**config.mk**
```make
export PLATFORM = sky130hd
export DESIGN_NAME = rpcsc_top
export DESIGN_NICKNAME = d
export VERILOG_FILES = /design/src/core/rpcsc_pkg.sv /design/src/core/rpcsc_top.sv
export SDC_FILE = /design/constraint.sdc
export NUM_CORES = 1
export LEC_CHECK = 0
export BUFFER_PORTS_ARGS = -buffer_cell sky130_fd_sc_hd__buf_2
export CAP_MARGIN = 15
export CORE_MARGIN = 5
export CORE_UTILIZATION = 56
export DETAILED_ROUTE_END_ITERATION = 8
export PLACE_DENSITY = 0.84
export REMOVE_ABC_BUFFERS = 1
export SETUP_SLACK_MARGIN = 0.4
export SYNTH_ARGS = -nofsm -noshare
export SYNTH_HDL_FRONTEND = slang
export SYNTH_SLANG_ARGS = --single-unit
export TNS_END_PERCENT = 5
```
**constraint.sdc**
```tcl
create_clock -name CLK_SYS -period 2.5 [get_ports CLK_SYS]
set_input_delay 0.5 -clock CLK_SYS [delete_from_list [all_inputs] [get_ports CLK_SYS]]
set_output_delay 0.5 -clock CLK_SYS [all_outputs]
set_load 0.005 [all_outputs]
```
**src/core/rpcsc_pkg.sv**
```systemverilog
/*
 * Constants and types for the receiver PCS clock selection block.
 * Assumes a single system clock; the selection codes it defines are consumed
 * by the clock multiplexers and the fabric-side clock routing outside.
 */
// Functional notes
// - Non-bonded channel without rate matching clocks word aligner through deserializer write from recovered clock.
// - Rate matching on: write side and earlier use recovered; read side through deserializer write use divider.
// - Deserializer read, byte order, phase FIFO write: write clock divided by 1 or 2.
// - Without rate matching, the divided clock writing the phase compensation FIFO is also forwarded to fabric.
// - 10G receive PCS uses recovered clock normally, divider output in loopback.
// - Outside loopback the 10G receive PCS uses only recovered clock, bonded or not.
// - Receiver bonding is allowed only with rate matching enabled or with the 10G receive PCS.
// - Bonded channels take divider clock from central divider in channel 1 or 4.
// - Six-channel receive bonding needs a transmit PLL outside the channels.
// - Direct PMA mode forwards the recovered clock to fabric, bypassing the PCS.
// - Each channel forwards its transmit parallel clock to the fabric.
// - Forwarded receive clock is the divided clock without rate matching, transmit clock with it.
// - A reference clock reaches the fabric only when a transceiver channel is present.
// - A channel PLL used as transmit multiplier cannot recover clock; channel is transmit only.
// - Bonded receivers outside 10G and direct PMA mode share one forwarded receive clock from logical channel zero; FWD_RX_FROM_CH0 is also set for bonded 10G.
package rpcsc_pkg;

    // ---------------------------------------------------------------
    // Clock source codes
    // ---------------------------------------------------------------
    typedef enum logic [2:0] {
        RPCSC_SRC_NONE,
        RPCSC_SRC_RECOVERED,
        RPCSC_SRC_DIVIDER,
        RPCSC_SRC_DIVIDED,
        RPCSC_SRC_FABRIC,
        RPCSC_SRC_TX_PARALLEL,
        RPCSC_SRC_REFCLK
    } rpcsc_src_e;

    // ---------------------------------------------------------------
    // Topology and reset values
    // ---------------------------------------------------------------
    localparam int RPCSC_CFG_W = 13;
    localparam logic [2:0] RPCSC_NUM_CH = 3'h6;
    localparam logic [2:0] RPCSC_CENTRAL_CH_LO = 3'h1;
    localparam logic [2:0] RPCSC_CENTRAL_CH_HI = 3'h4;
    localparam logic [2:0] RPCSC_LOGICAL_CH0 = 3'h0;
    localparam logic [2:0] RPCSC_HALF_BANK = 3'h3;
    localparam logic [1:0] RPCSC_DIV_BY_1 = 2'h1;
    localparam logic [1:0] RPCSC_DIV_BY_2 = 2'h2;
    localparam logic [RPCSC_CFG_W-1:0] RPCSC_CFG_RST = 13'h0000;
    localparam logic [2:0] RPCSC_CH_RST = 3'h0;

    // ---------------------------------------------------------------
    // Bit positions in the packed configuration word
    // ---------------------------------------------------------------
    localparam int RPCSC_B_RMF = 0;
    localparam int RPCSC_B_BOND = 1;
    localparam int RPCSC_B_TEN_G = 2;
    localparam int RPCSC_B_LPBK = 3;
    localparam int RPCSC_B_PMA_DIR = 4;
    localparam int RPCSC_B_DESER2 = 5;
    localparam int RPCSC_B_EXT_PLL = 6;
    localparam int RPCSC_B_CHPLL_TX = 7;
    localparam int RPCSC_B_XCVR = 8;
    localparam int RPCSC_B_REF_REQ = 9;
    localparam int RPCSC_B_CH_LO = 10;
    localparam int RPCSC_B_CH_HI = 12;

endpackage

```
**src/core/rpcsc_top.sv**
```systemverilog
/*
 * Receiver PCS clock selection: turns the static channel configuration into
 * a clock source code for each receive PCS stage and for the receive and transmit
 * clocks forwarded to the fabric, plus a clock enable that stands for the divided parallel clock.
 * Assumes configuration pins are asynchronous to CLK_SYS and quasi-static, and
 * that the fabric provides its own read, fixed and management clocks.
 */
`timescale 1ns/1ps

module rpcsc_top
    import rpcsc_pkg::*;
(
    input wire logic CLK_SYS,
    input wire logic RST_N,
    input wire logic CFG_RATE_MATCH_EN,
    input wire logic CFG_BONDED,
    input wire logic CFG_TEN_G_PCS,
    input wire logic CFG_LOOPBACK,
    input wire logic CFG_PMA_DIRECT,
    input wire logic CFG_DESER_X2,
    input wire logic CFG_EXT_TX_PLL,
    input wire logic CFG_CH_PLL_AS_TX,
    input wire logic CFG_XCVR_PRESENT,
    input wire logic CFG_REFCLK_FWD_REQ,
    input wire logic [2:0] CFG_CHANNEL,
    input wire logic [2:0] CFG_BOND_COUNT,
    input wire logic LINK_ACTIVE,
    output rpcsc_src_e SEL_WORD_ALIGN,
    output rpcsc_src_e SEL_RMF_WR,
    output rpcsc_src_e SEL_RMF_RD,
    output rpcsc_src_e SEL_DECODER,
    output rpcsc_src_e SEL_BDS_WR,
    output rpcsc_src_e SEL_BDS_RD,
    output rpcsc_src_e SEL_BYTE_ORDER,
    output rpcsc_src_e SEL_RXPCF_WR,
    output rpcsc_src_e SEL_RXPCF_RD,
    output rpcsc_src_e SEL_TEN_G,
    output rpcsc_src_e FWD_RX_CLK,
    output rpcsc_src_e FWD_TX_CLK,
    output logic [1:0] BDS_DIV_FACTOR,
    output logic DIVIDED_CLK_EN,
    output logic [2:0] DIVIDER_CH,
    output logic FWD_RX_FROM_CH0,
    output logic FWD_REFCLK_EN,
    output logic RX_ENABLE,
    output logic CFG_INVALID,
    output logic CFG_PENDING
);

    // ---------------------------------------------------------------
    // Input synchronisers
    // ---------------------------------------------------------------
    logic [RPCSC_CFG_W-1:0] cfg_meta_q;
    logic [RPCSC_CFG_W-1:0] cfg_sync_q;
    logic [2:0] cnt_meta_q;
    logic [2:0] cnt_sync_q;
    logic act_meta_q;
    logic act_sync_q;
    logic [RPCSC_CFG_W-1:0] cfg_raw;

    assign cfg_raw = {CFG_CHANNEL, CFG_REFCLK_FWD_REQ, CFG_XCVR_PRESENT, CFG_CH_PLL_AS_TX,
                      CFG_EXT_TX_PLL, CFG_DESER_X2, CFG_PMA_DIRECT, CFG_LOOPBACK,
                      CFG_TEN_G_PCS, CFG_BONDED, CFG_RATE_MATCH_EN};

    always_ff @(posedge CLK_SYS or negedge RST_N) begin
        if (!RST_N) begin
            cfg_meta_q <= RPCSC_CFG_RST;
            cfg_sync_q <= RPCSC_CFG_RST;
            cnt_meta_q <= RPCSC_CH_RST;
            cnt_sync_q <= RPCSC_CH_RST;
            act_meta_q <= 1'b0;
            act_sync_q <= 1'b0;
        end else begin
            cfg_meta_q <= cfg_raw;
            cfg_sync_q <= cfg_meta_q;
            cnt_meta_q <= CFG_BOND_COUNT;
            cnt_sync_q <= cnt_meta_q;
            act_meta_q <= LINK_ACTIVE;
            act_sync_q <= act_meta_q;
        end
    end

    // ---------------------------------------------------------------
    // Configuration check
    // ---------------------------------------------------------------
    logic rmf;
    logic bond;
    logic ten_g;
    logic ext_pll;
    logic [2:0] chan;
    logic cfg_bad;

    assign rmf = cfg_sync_q[RPCSC_B_RMF];
    assign bond = cfg_sync_q[RPCSC_B_BOND];
    assign ten_g = cfg_sync_q[RPCSC_B_TEN_G];
    assign ext_pll = cfg_sync_q[RPCSC_B_EXT_PLL];
    assign chan = cfg_sync_q[RPCSC_B_CH_HI:RPCSC_B_CH_LO];

    // Bonding without rate matching outside 10G, or a full-bank bond that would steal the
    // channel PLLs of the central channels, is refused outright.
    always_comb begin
        cfg_bad = 1'b0;
        if (bond && !ten_g && !rmf) begin
            cfg_bad = 1'b1;
        end
        if (bond && (cnt_sync_q == RPCSC_NUM_CH) && !ext_pll) begin
            cfg_bad = 1'b1;
        end
        if (chan >= RPCSC_NUM_CH) begin
            cfg_bad = 1'b1;
        end
    end

    // ---------------------------------------------------------------
    // Applied configuration
    // ---------------------------------------------------------------
    // A change is taken only while the channel is idle; a glitch on a clock
    // multiplexer in the middle of a frame would corrupt the datapath.
    logic [RPCSC_CFG_W-1:0] cfg_q;
    logic [2:0] cnt_q;
    logic apply;

    assign apply = !act_sync_q && !cfg_bad;

    always_ff @(posedge CLK_SYS or negedge RST_N) begin
        if (!RST_N) begin
            cfg_q <= RPCSC_CFG_RST;
            cnt_q <= RPCSC_CH_RST;
        end else if (apply) begin
            cfg_q <= cfg_sync_q;
            cnt_q <= cnt_sync_q;
        end
    end

    always_ff @(posedge CLK_SYS or negedge RST_N) begin
        if (!RST_N) begin
            CFG_INVALID <= 1'b0;
            CFG_PENDING <= 1'b0;
        end else begin
            CFG_INVALID <= cfg_bad;
            CFG_PENDING <= (cfg_sync_q != cfg_q) || (cnt_sync_q != cnt_q);
        end
    end

    // ---------------------------------------------------------------
    // Source selection from the applied configuration
    // ---------------------------------------------------------------
    logic a_rmf;
    logic a_bond;
    logic a_ten_g;
    logic a_lpbk;
    logic a_pma_dir;
    logic a_chpll_tx;
    logic [2:0] a_chan;
    rpcsc_src_e front_src;

    assign a_rmf = cfg_q[RPCSC_B_RMF];
    assign a_bond = cfg_q[RPCSC_B_BOND];
    assign a_ten_g = cfg_q[RPCSC_B_TEN_G];
    assign a_lpbk = cfg_q[RPCSC_B_LPBK];
    assign a_pma_dir = cfg_q[RPCSC_B_PMA_DIR];
    assign a_chpll_tx = cfg_q[RPCSC_B_CHPLL_TX];
    assign a_chan = cfg_q[RPCSC_B_CH_HI:RPCSC_B_CH_LO];

    // Stages behind the rate match FIFO follow the divider when it is used.
    assign front_src = a_rmf ? RPCSC_SRC_DIVIDER : RPCSC_SRC_RECOVERED;

    always_ff @(posedge CLK_SYS or negedge RST_N) begin
        if (!RST_N) begin
            SEL_WORD_ALIGN <= RPCSC_SRC_NONE;
            SEL_RMF_WR <= RPCSC_SRC_NONE;
            SEL_RMF_RD <= RPCSC_SRC_NONE;
            SEL_DECODER <= RPCSC_SRC_NONE;
            SEL_BDS_WR <= RPCSC_SRC_NONE;
            SEL_BDS_RD <= RPCSC_SRC_NONE;
            SEL_BYTE_ORDER <= RPCSC_SRC_NONE;
            SEL_RXPCF_WR <= RPCSC_SRC_NONE;
            SEL_RXPCF_RD <= RPCSC_SRC_NONE;
            SEL_TEN_G <= RPCSC_SRC_NONE;
            RX_ENABLE <= 1'b0;
        end else if (a_chpll_tx || a_pma_dir) begin
            // Transmit-only channel or PCS bypass: no receive PCS stage runs.
            SEL_WORD_ALIGN <= RPCSC_SRC_NONE;
            SEL_RMF_WR <= RPCSC_SRC_NONE;
            SEL_RMF_RD <= RPCSC_SRC_NONE;
            SEL_DECODER <= RPCSC_SRC_NONE;
            SEL_BDS_WR <= RPCSC_SRC_NONE;
            SEL_BDS_RD <= RPCSC_SRC_NONE;
            SEL_BYTE_ORDER <= RPCSC_SRC_NONE;
            SEL_RXPCF_WR <= RPCSC_SRC_NONE;
            SEL_RXPCF_RD <= RPCSC_SRC_NONE;
            SEL_TEN_G <= RPCSC_SRC_NONE;
            RX_ENABLE <= !a_chpll_tx;
        end else if (a_ten_g) begin
            SEL_WORD_ALIGN <= RPCSC_SRC_NONE;
            SEL_RMF_WR <= RPCSC_SRC_NONE;
            SEL_RMF_RD <= RPCSC_SRC_NONE;
            SEL_DECODER <= RPCSC_SRC_NONE;
            SEL_BDS_WR <= RPCSC_SRC_NONE;
            SEL_BDS_RD <= RPCSC_SRC_NONE;
            SEL_BYTE_ORDER <= RPCSC_SRC_NONE;
            SEL_RXPCF_WR <= RPCSC_SRC_NONE;
            SEL_RXPCF_RD <= RPCSC_SRC_NONE;
            SEL_TEN_G <= a_lpbk ? RPCSC_SRC_DIVIDER : RPCSC_SRC_RECOVERED;
            RX_ENABLE <= 1'b1;
        end else begin
            SEL_WORD_ALIGN <= RPCSC_SRC_RECOVERED;
            SEL_RMF_WR <= a_rmf ? RPCSC_SRC_RECOVERED : RPCSC_SRC_NONE;
            SEL_RMF_RD <= a_rmf ? RPCSC_SRC_DIVIDER : RPCSC_SRC_NONE;
            SEL_DECODER <= front_src;
            SEL_BDS_WR <= front_src;
            SEL_BDS_RD <= RPCSC_SRC_DIVIDED;
            SEL_BYTE_ORDER <= RPCSC_SRC_DIVIDED;
            SEL_RXPCF_WR <= RPCSC_SRC_DIVIDED;
            SEL_RXPCF_RD <= RPCSC_SRC_FABRIC;
            SEL_TEN_G <= RPCSC_SRC_NONE;
            RX_ENABLE <= 1'b1;
        end
    end

    // ---------------------------------------------------------------
    // Divided parallel clock
    // ---------------------------------------------------------------
    // CLK_SYS stands in for the deserializer write clock; the divided clock
    // is represented as an enable, high every cycle or every second cycle.
    logic div_phase_q;

    always_ff @(posedge CLK_SYS or negedge RST_N) begin
        if (!RST_N) begin
            div_phase_q <= 1'b0;
            DIVIDED_CLK_EN <= 1'b0;
            BDS_DIV_FACTOR <= RPCSC_DIV_BY_1;
        end else begin
            div_phase_q <= cfg_q[RPCSC_B_DESER2] ? !div_phase_q : 1'b0;
            DIVIDED_CLK_EN <= RX_ENABLE && (!cfg_q[RPCSC_B_DESER2] || div_phase_q);
            BDS_DIV_FACTOR <= cfg_q[RPCSC_B_DESER2] ? RPCSC_DIV_BY_2 : RPCSC_DIV_BY_1;
        end
    end

    // ---------------------------------------------------------------
    // Divider source and forwarded clocks
    // ---------------------------------------------------------------
    always_ff @(posedge CLK_SYS or negedge RST_N) begin
        if (!RST_N) begin
            DIVIDER_CH <= RPCSC_CH_RST;
            FWD_RX_FROM_CH0 <= 1'b0;
            FWD_RX_CLK <= RPCSC_SRC_NONE;
            FWD_TX_CLK <= RPCSC_SRC_NONE;
            FWD_REFCLK_EN <= 1'b0;
        end else begin
            // Bonded lanes share the central divider of their half bank.
            if (a_bond) begin
                DIVIDER_CH <= (a_chan < RPCSC_HALF_BANK) ?
                              RPCSC_CENTRAL_CH_LO : RPCSC_CENTRAL_CH_HI;
            end else begin
                DIVIDER_CH <= a_chan;
            end
            FWD_RX_FROM_CH0 <= a_bond && !a_pma_dir;
            FWD_TX_CLK <= RPCSC_SRC_TX_PARALLEL;
            if (a_pma_dir || a_ten_g) begin
                FWD_RX_CLK <= a_chpll_tx ? RPCSC_SRC_NONE : RPCSC_SRC_RECOVERED;
            end else if (a_chpll_tx) begin
                FWD_RX_CLK <= RPCSC_SRC_NONE;
            end else if (a_bond && (a_chan != RPCSC_LOGICAL_CH0)) begin
                FWD_RX_CLK <= RPCSC_SRC_NONE;
            end else begin
                // Without rate matching the forwarded clock is the one writing the phase FIFO.
                FWD_RX_CLK <= a_rmf ? RPCSC_SRC_TX_PARALLEL : RPCSC_SRC_DIVIDED;
            end
            FWD_REFCLK_EN <= cfg_q[RPCSC_B_REF_REQ] && cfg_q[RPCSC_B_XCVR];
        end
    end

endmodule

```
==> results by group <==
Logic synthesis
  – Yosys top cell by area: dfrtp_1
  – Most instantiated library cell after synthesis: dfrtp_1
  – Register area share after synthesis: 68.3%
  – Ys async rst share: 100%
  – Synth top area share: 67.2%
  – Dominant synthesized flop cell: dfrtp_1
  – Post-Synth Simple-Gate Area: 5.86%
  – Gate Count Post-Synth: 168
  – Mapped Area: 2600 sq um
  – Mux cell area share after synthesis: 8.79%
  – YS warnings: 0
  – Post-Synth Adder-Cell Area: 0%
  – Commonest cells post-synth: 70 x dfrtp_1, 27 x buf_4, 16 x xor2_1
  – Main combinational cell family by area after synthesis: buffers and inverters
  – Synth unique cells: 28
  – Post-Synth XOR/XNOR Area: 5.38%
  – Avg Cell Area, Syn: 15.5 sq um
  – EDFF count, synth: 0
  – Top cells by area, synth: dfrtp_1 67%, buf_4 7.8%, mux2_4 5.8%
  – Synth Area in Compound Gates: 2.31%
  – FF+latch count, synth: 71

STA
  – Final Worst Setup Slack: 0.705 ns
  – Period minus WS final: 1.79 ns
  – # setup viols final: 0
  – Final Hold Slack: 0.175 ns
  – Slew Limit Fails: 0
  – Fmax: 557 MHz
  – Period utilisation layout: 71.8%
  – Fin. Hold Viols: 0
  – Sum Neg Setup Slack: 0 ns
  – RSZ-0062 raised after global routing: false
  – Clock Skew: 0.00434 ns

Final layout
  – Fillers: 337
  – Area delta synth->final: 12.9%
  – Antenna Cells: 0
  – Final #Nets: 234
  – Share of cells above drive strength 1: 38.2%
  – Final design utilization: 66.2%

CTS
  – Clock-pin transition on the worst setup and hold timing paths: 0.07 ns
  – CTS tree: built
  – Postcts setup bufs: 0
  – Clock sinks: 71
  – Worst-Skew Late Latency: 0.32 ns
  – PostCTS Resize Cnt: 0
  – Max Root-Sink Buffers: 2
  – Count of hold-fix buffers inserted at cts: 0
  – Root Driver: clkbuf_8
  – H-tree level count: 3
  – CTS Buf Count: 9

Power and ir drop
  – Psw: 0.560 mW
  – Power share of the clock group: 32.1%
  – Seq pwr share: 56.5%
  – Pleak: 1.47 nW
  – Overall Power: 2.40 mW
  – Internal Power: 1.84 mW
  – Maximum VDD drop: 655 uV
  – Combinational power share: 11.5%
  – P per Cell Area: 815 nW/um^2
  – Net Sw Frac: 23.3%

Worst setup path
  – Crit-path leading delay family: flip-flops
  – Startpoint of the worst-slack reg-to-reg timing path: cfg_sync_q[6]$_DFF_PN0_
  – Cell Chain, Critical Path: and4bb_4 > a211oi_4 > buf_4 > mux2_2
  – Slowest cell on the critical path: dfrtp_1
  – Reg-to-reg slack, setup: 0.71 ns
  – Worst Path Arrival: 2.00 ns
  – Crit start category: flop
  – Required @ worst endpoint: 2.71 ns
  – Depth of the most critical reg-to-reg path: 4
  – Worst-path fanout max: 12
  – Worst Path Buf+Inv: 1
  – Kind of critical path: reg -> reg
  – Worst Setup End Kind: flop
  – Reg2reg end: cfg_q[12]$_DFFE_PN0P_
  – Slowest stage delay, CP: 0.38 ns

Drt
  – Drt first pass iters: 4
  – Number of antenna-violating nets in the routed design: 0
  – Starting DRT DRC Count: 52
  – WL final: 3.53 mm
  – Wire per inst: 13.0 microns
  – DRC violations left: 0
  – Detailed-route via count: 1324
  – Via/cell ratio: 4.87

Outcome
  – Status: complete, no violations

Hold path
  – Hold/Removal Path Class: in -> async

Flow run
  – Max Cap Violations: 0

Die
  – Core area: 4440 sq um
  – I/O pin cnt: 66
  – Die W: 78.2 microns
  – # rows: 24
  – Die ar.: 6120 sq um
  – Die height: 78.2 microns
  – Initial Util: 58.6%

Placement
  – Dpl ws: 0.699 ns
  – Buffers on Ports: 50
  – Routability cong.: 0.736
  – DP HPWL: 2.54 mm

Global routing
  – Vias in the first global route: 1302
  – Global route overflow: 0
  – Initial antenna violation count: 0
  – Pin count of the biggest net entering global routing: 72
  – Total track usage: 12.8%
  – First-pass GRT wire length: 5.96 mm
==> metrics by stage <==
step,cells,cell area (sq um)
2_1_floorplan,152,2430
5_1_grt,272,2940
6_report,272,2940
3_3_place_gp,256,2770
4_1_cts,272,2940
3_5_place_dp,256,2770
==> placed cells by master, fill, tap and decap left out, drive strengths merged <==
cell	synthesis	layout
and4bb	1	1
buf	28	52
nand2	2	2
nor2	3	3
nor4b	1	1
nor4	5	5
a31o	1	1
clkbuf	2	15
and2	2	2
a21oi	2	2
nor3b	1	1
nor4bb	1	1
mux2	17	17
nor2b	5	5
nor3	1	1
o21ai	1	1
a21o	1	1
xor2	16	16
dfstp	1	1
nand4	1	1
dfrtp	70	70
a211oi	1	1
conb	2	16
o31a	1	1
inv	2	2
clkinv	0	1
==> logic make-up after synthesis <==
kind of cell    Yosys count
compound gates            7
simple gates             23
flops                    71
xor+xnor                 16
buf+inv                  32
other cells               2
mux                      17
==> area by class of cell <==
| type | count | area, sq um | share of cell area (%) |
|---|---|---|---|
| clock inverters | 1 | 5.00 | 0.170 |
| well taps | 52 | 65.1 | 2.21 |
| inverters | 2 | 7.51 | 0.255 |
| repair buffers | 52 | 278 | 9.44 |
| multi-input cells | 79 | 642 | 21.8 |
| clock buffers | 15 | 166 | 5.66 |
| flip-flops and latches | 71 | 1780 | 60.4 |
==> state kept, by name, indices dropped and copies added, names as in the netlist, 3 cells and up <==
register,flops
cfg_meta_q,13
cfg_q,13
cfg_sync_q,13
DIVIDER_CH,3
FWD_RX_CLK,3
cnt_meta_q,3
cnt_q,3
cnt_sync_q,3
==> power groups by stage <==
stage	registers [mW]	clock network (mW)	logic, mW
detailed placement	1.38	0	0.281
global route	1.37	0.850	0.307
CTS	1.36	0.800	0.282
floorplan	1.37	0	0.147
finish	1.35	0.769	0.275
global placement	1.37	0	0.275
==> how the worst max path moves through the flow <==
stage	endpoint	slack (ns)	start	cells past startpoint
4_1_cts	cfg_q[12]$_DFFE_PN0P_	0.69	cfg_sync_q[6]$_DFF_PN0_	4
2_1_floorplan	cfg_q[12]$_DFFE_PN0P_	0.67	cnt_sync_q[1]$_DFF_PN0_	3
5_1_grt	cfg_q[12]$_DFFE_PN0P_	0.62	cfg_sync_q[6]$_DFF_PN0_	4
3_3_place_gp	cfg_q[12]$_DFFE_PN0P_	0.77	cfg_sync_q[6]$_DFF_PN0_	4
3_5_place_dp	cfg_q[12]$_DFFE_PN0P_	0.70	cfg_sync_q[6]$_DFF_PN0_	4
6_report	cfg_q[12]$_DFFE_PN0P_	0.71	cfg_sync_q[6]$_DFF_PN0_	4
==> metal layers <==
layer	global-route usage (%)	part of all wire [%]	up-vias
met5	0	0	-
met4	7.34	2.3	0
met3	4.23	8.8	9
met2	21.4	50	56
met1	14.4	39	651
li1	-	-	608
Power figures use the tool's default switching activity.
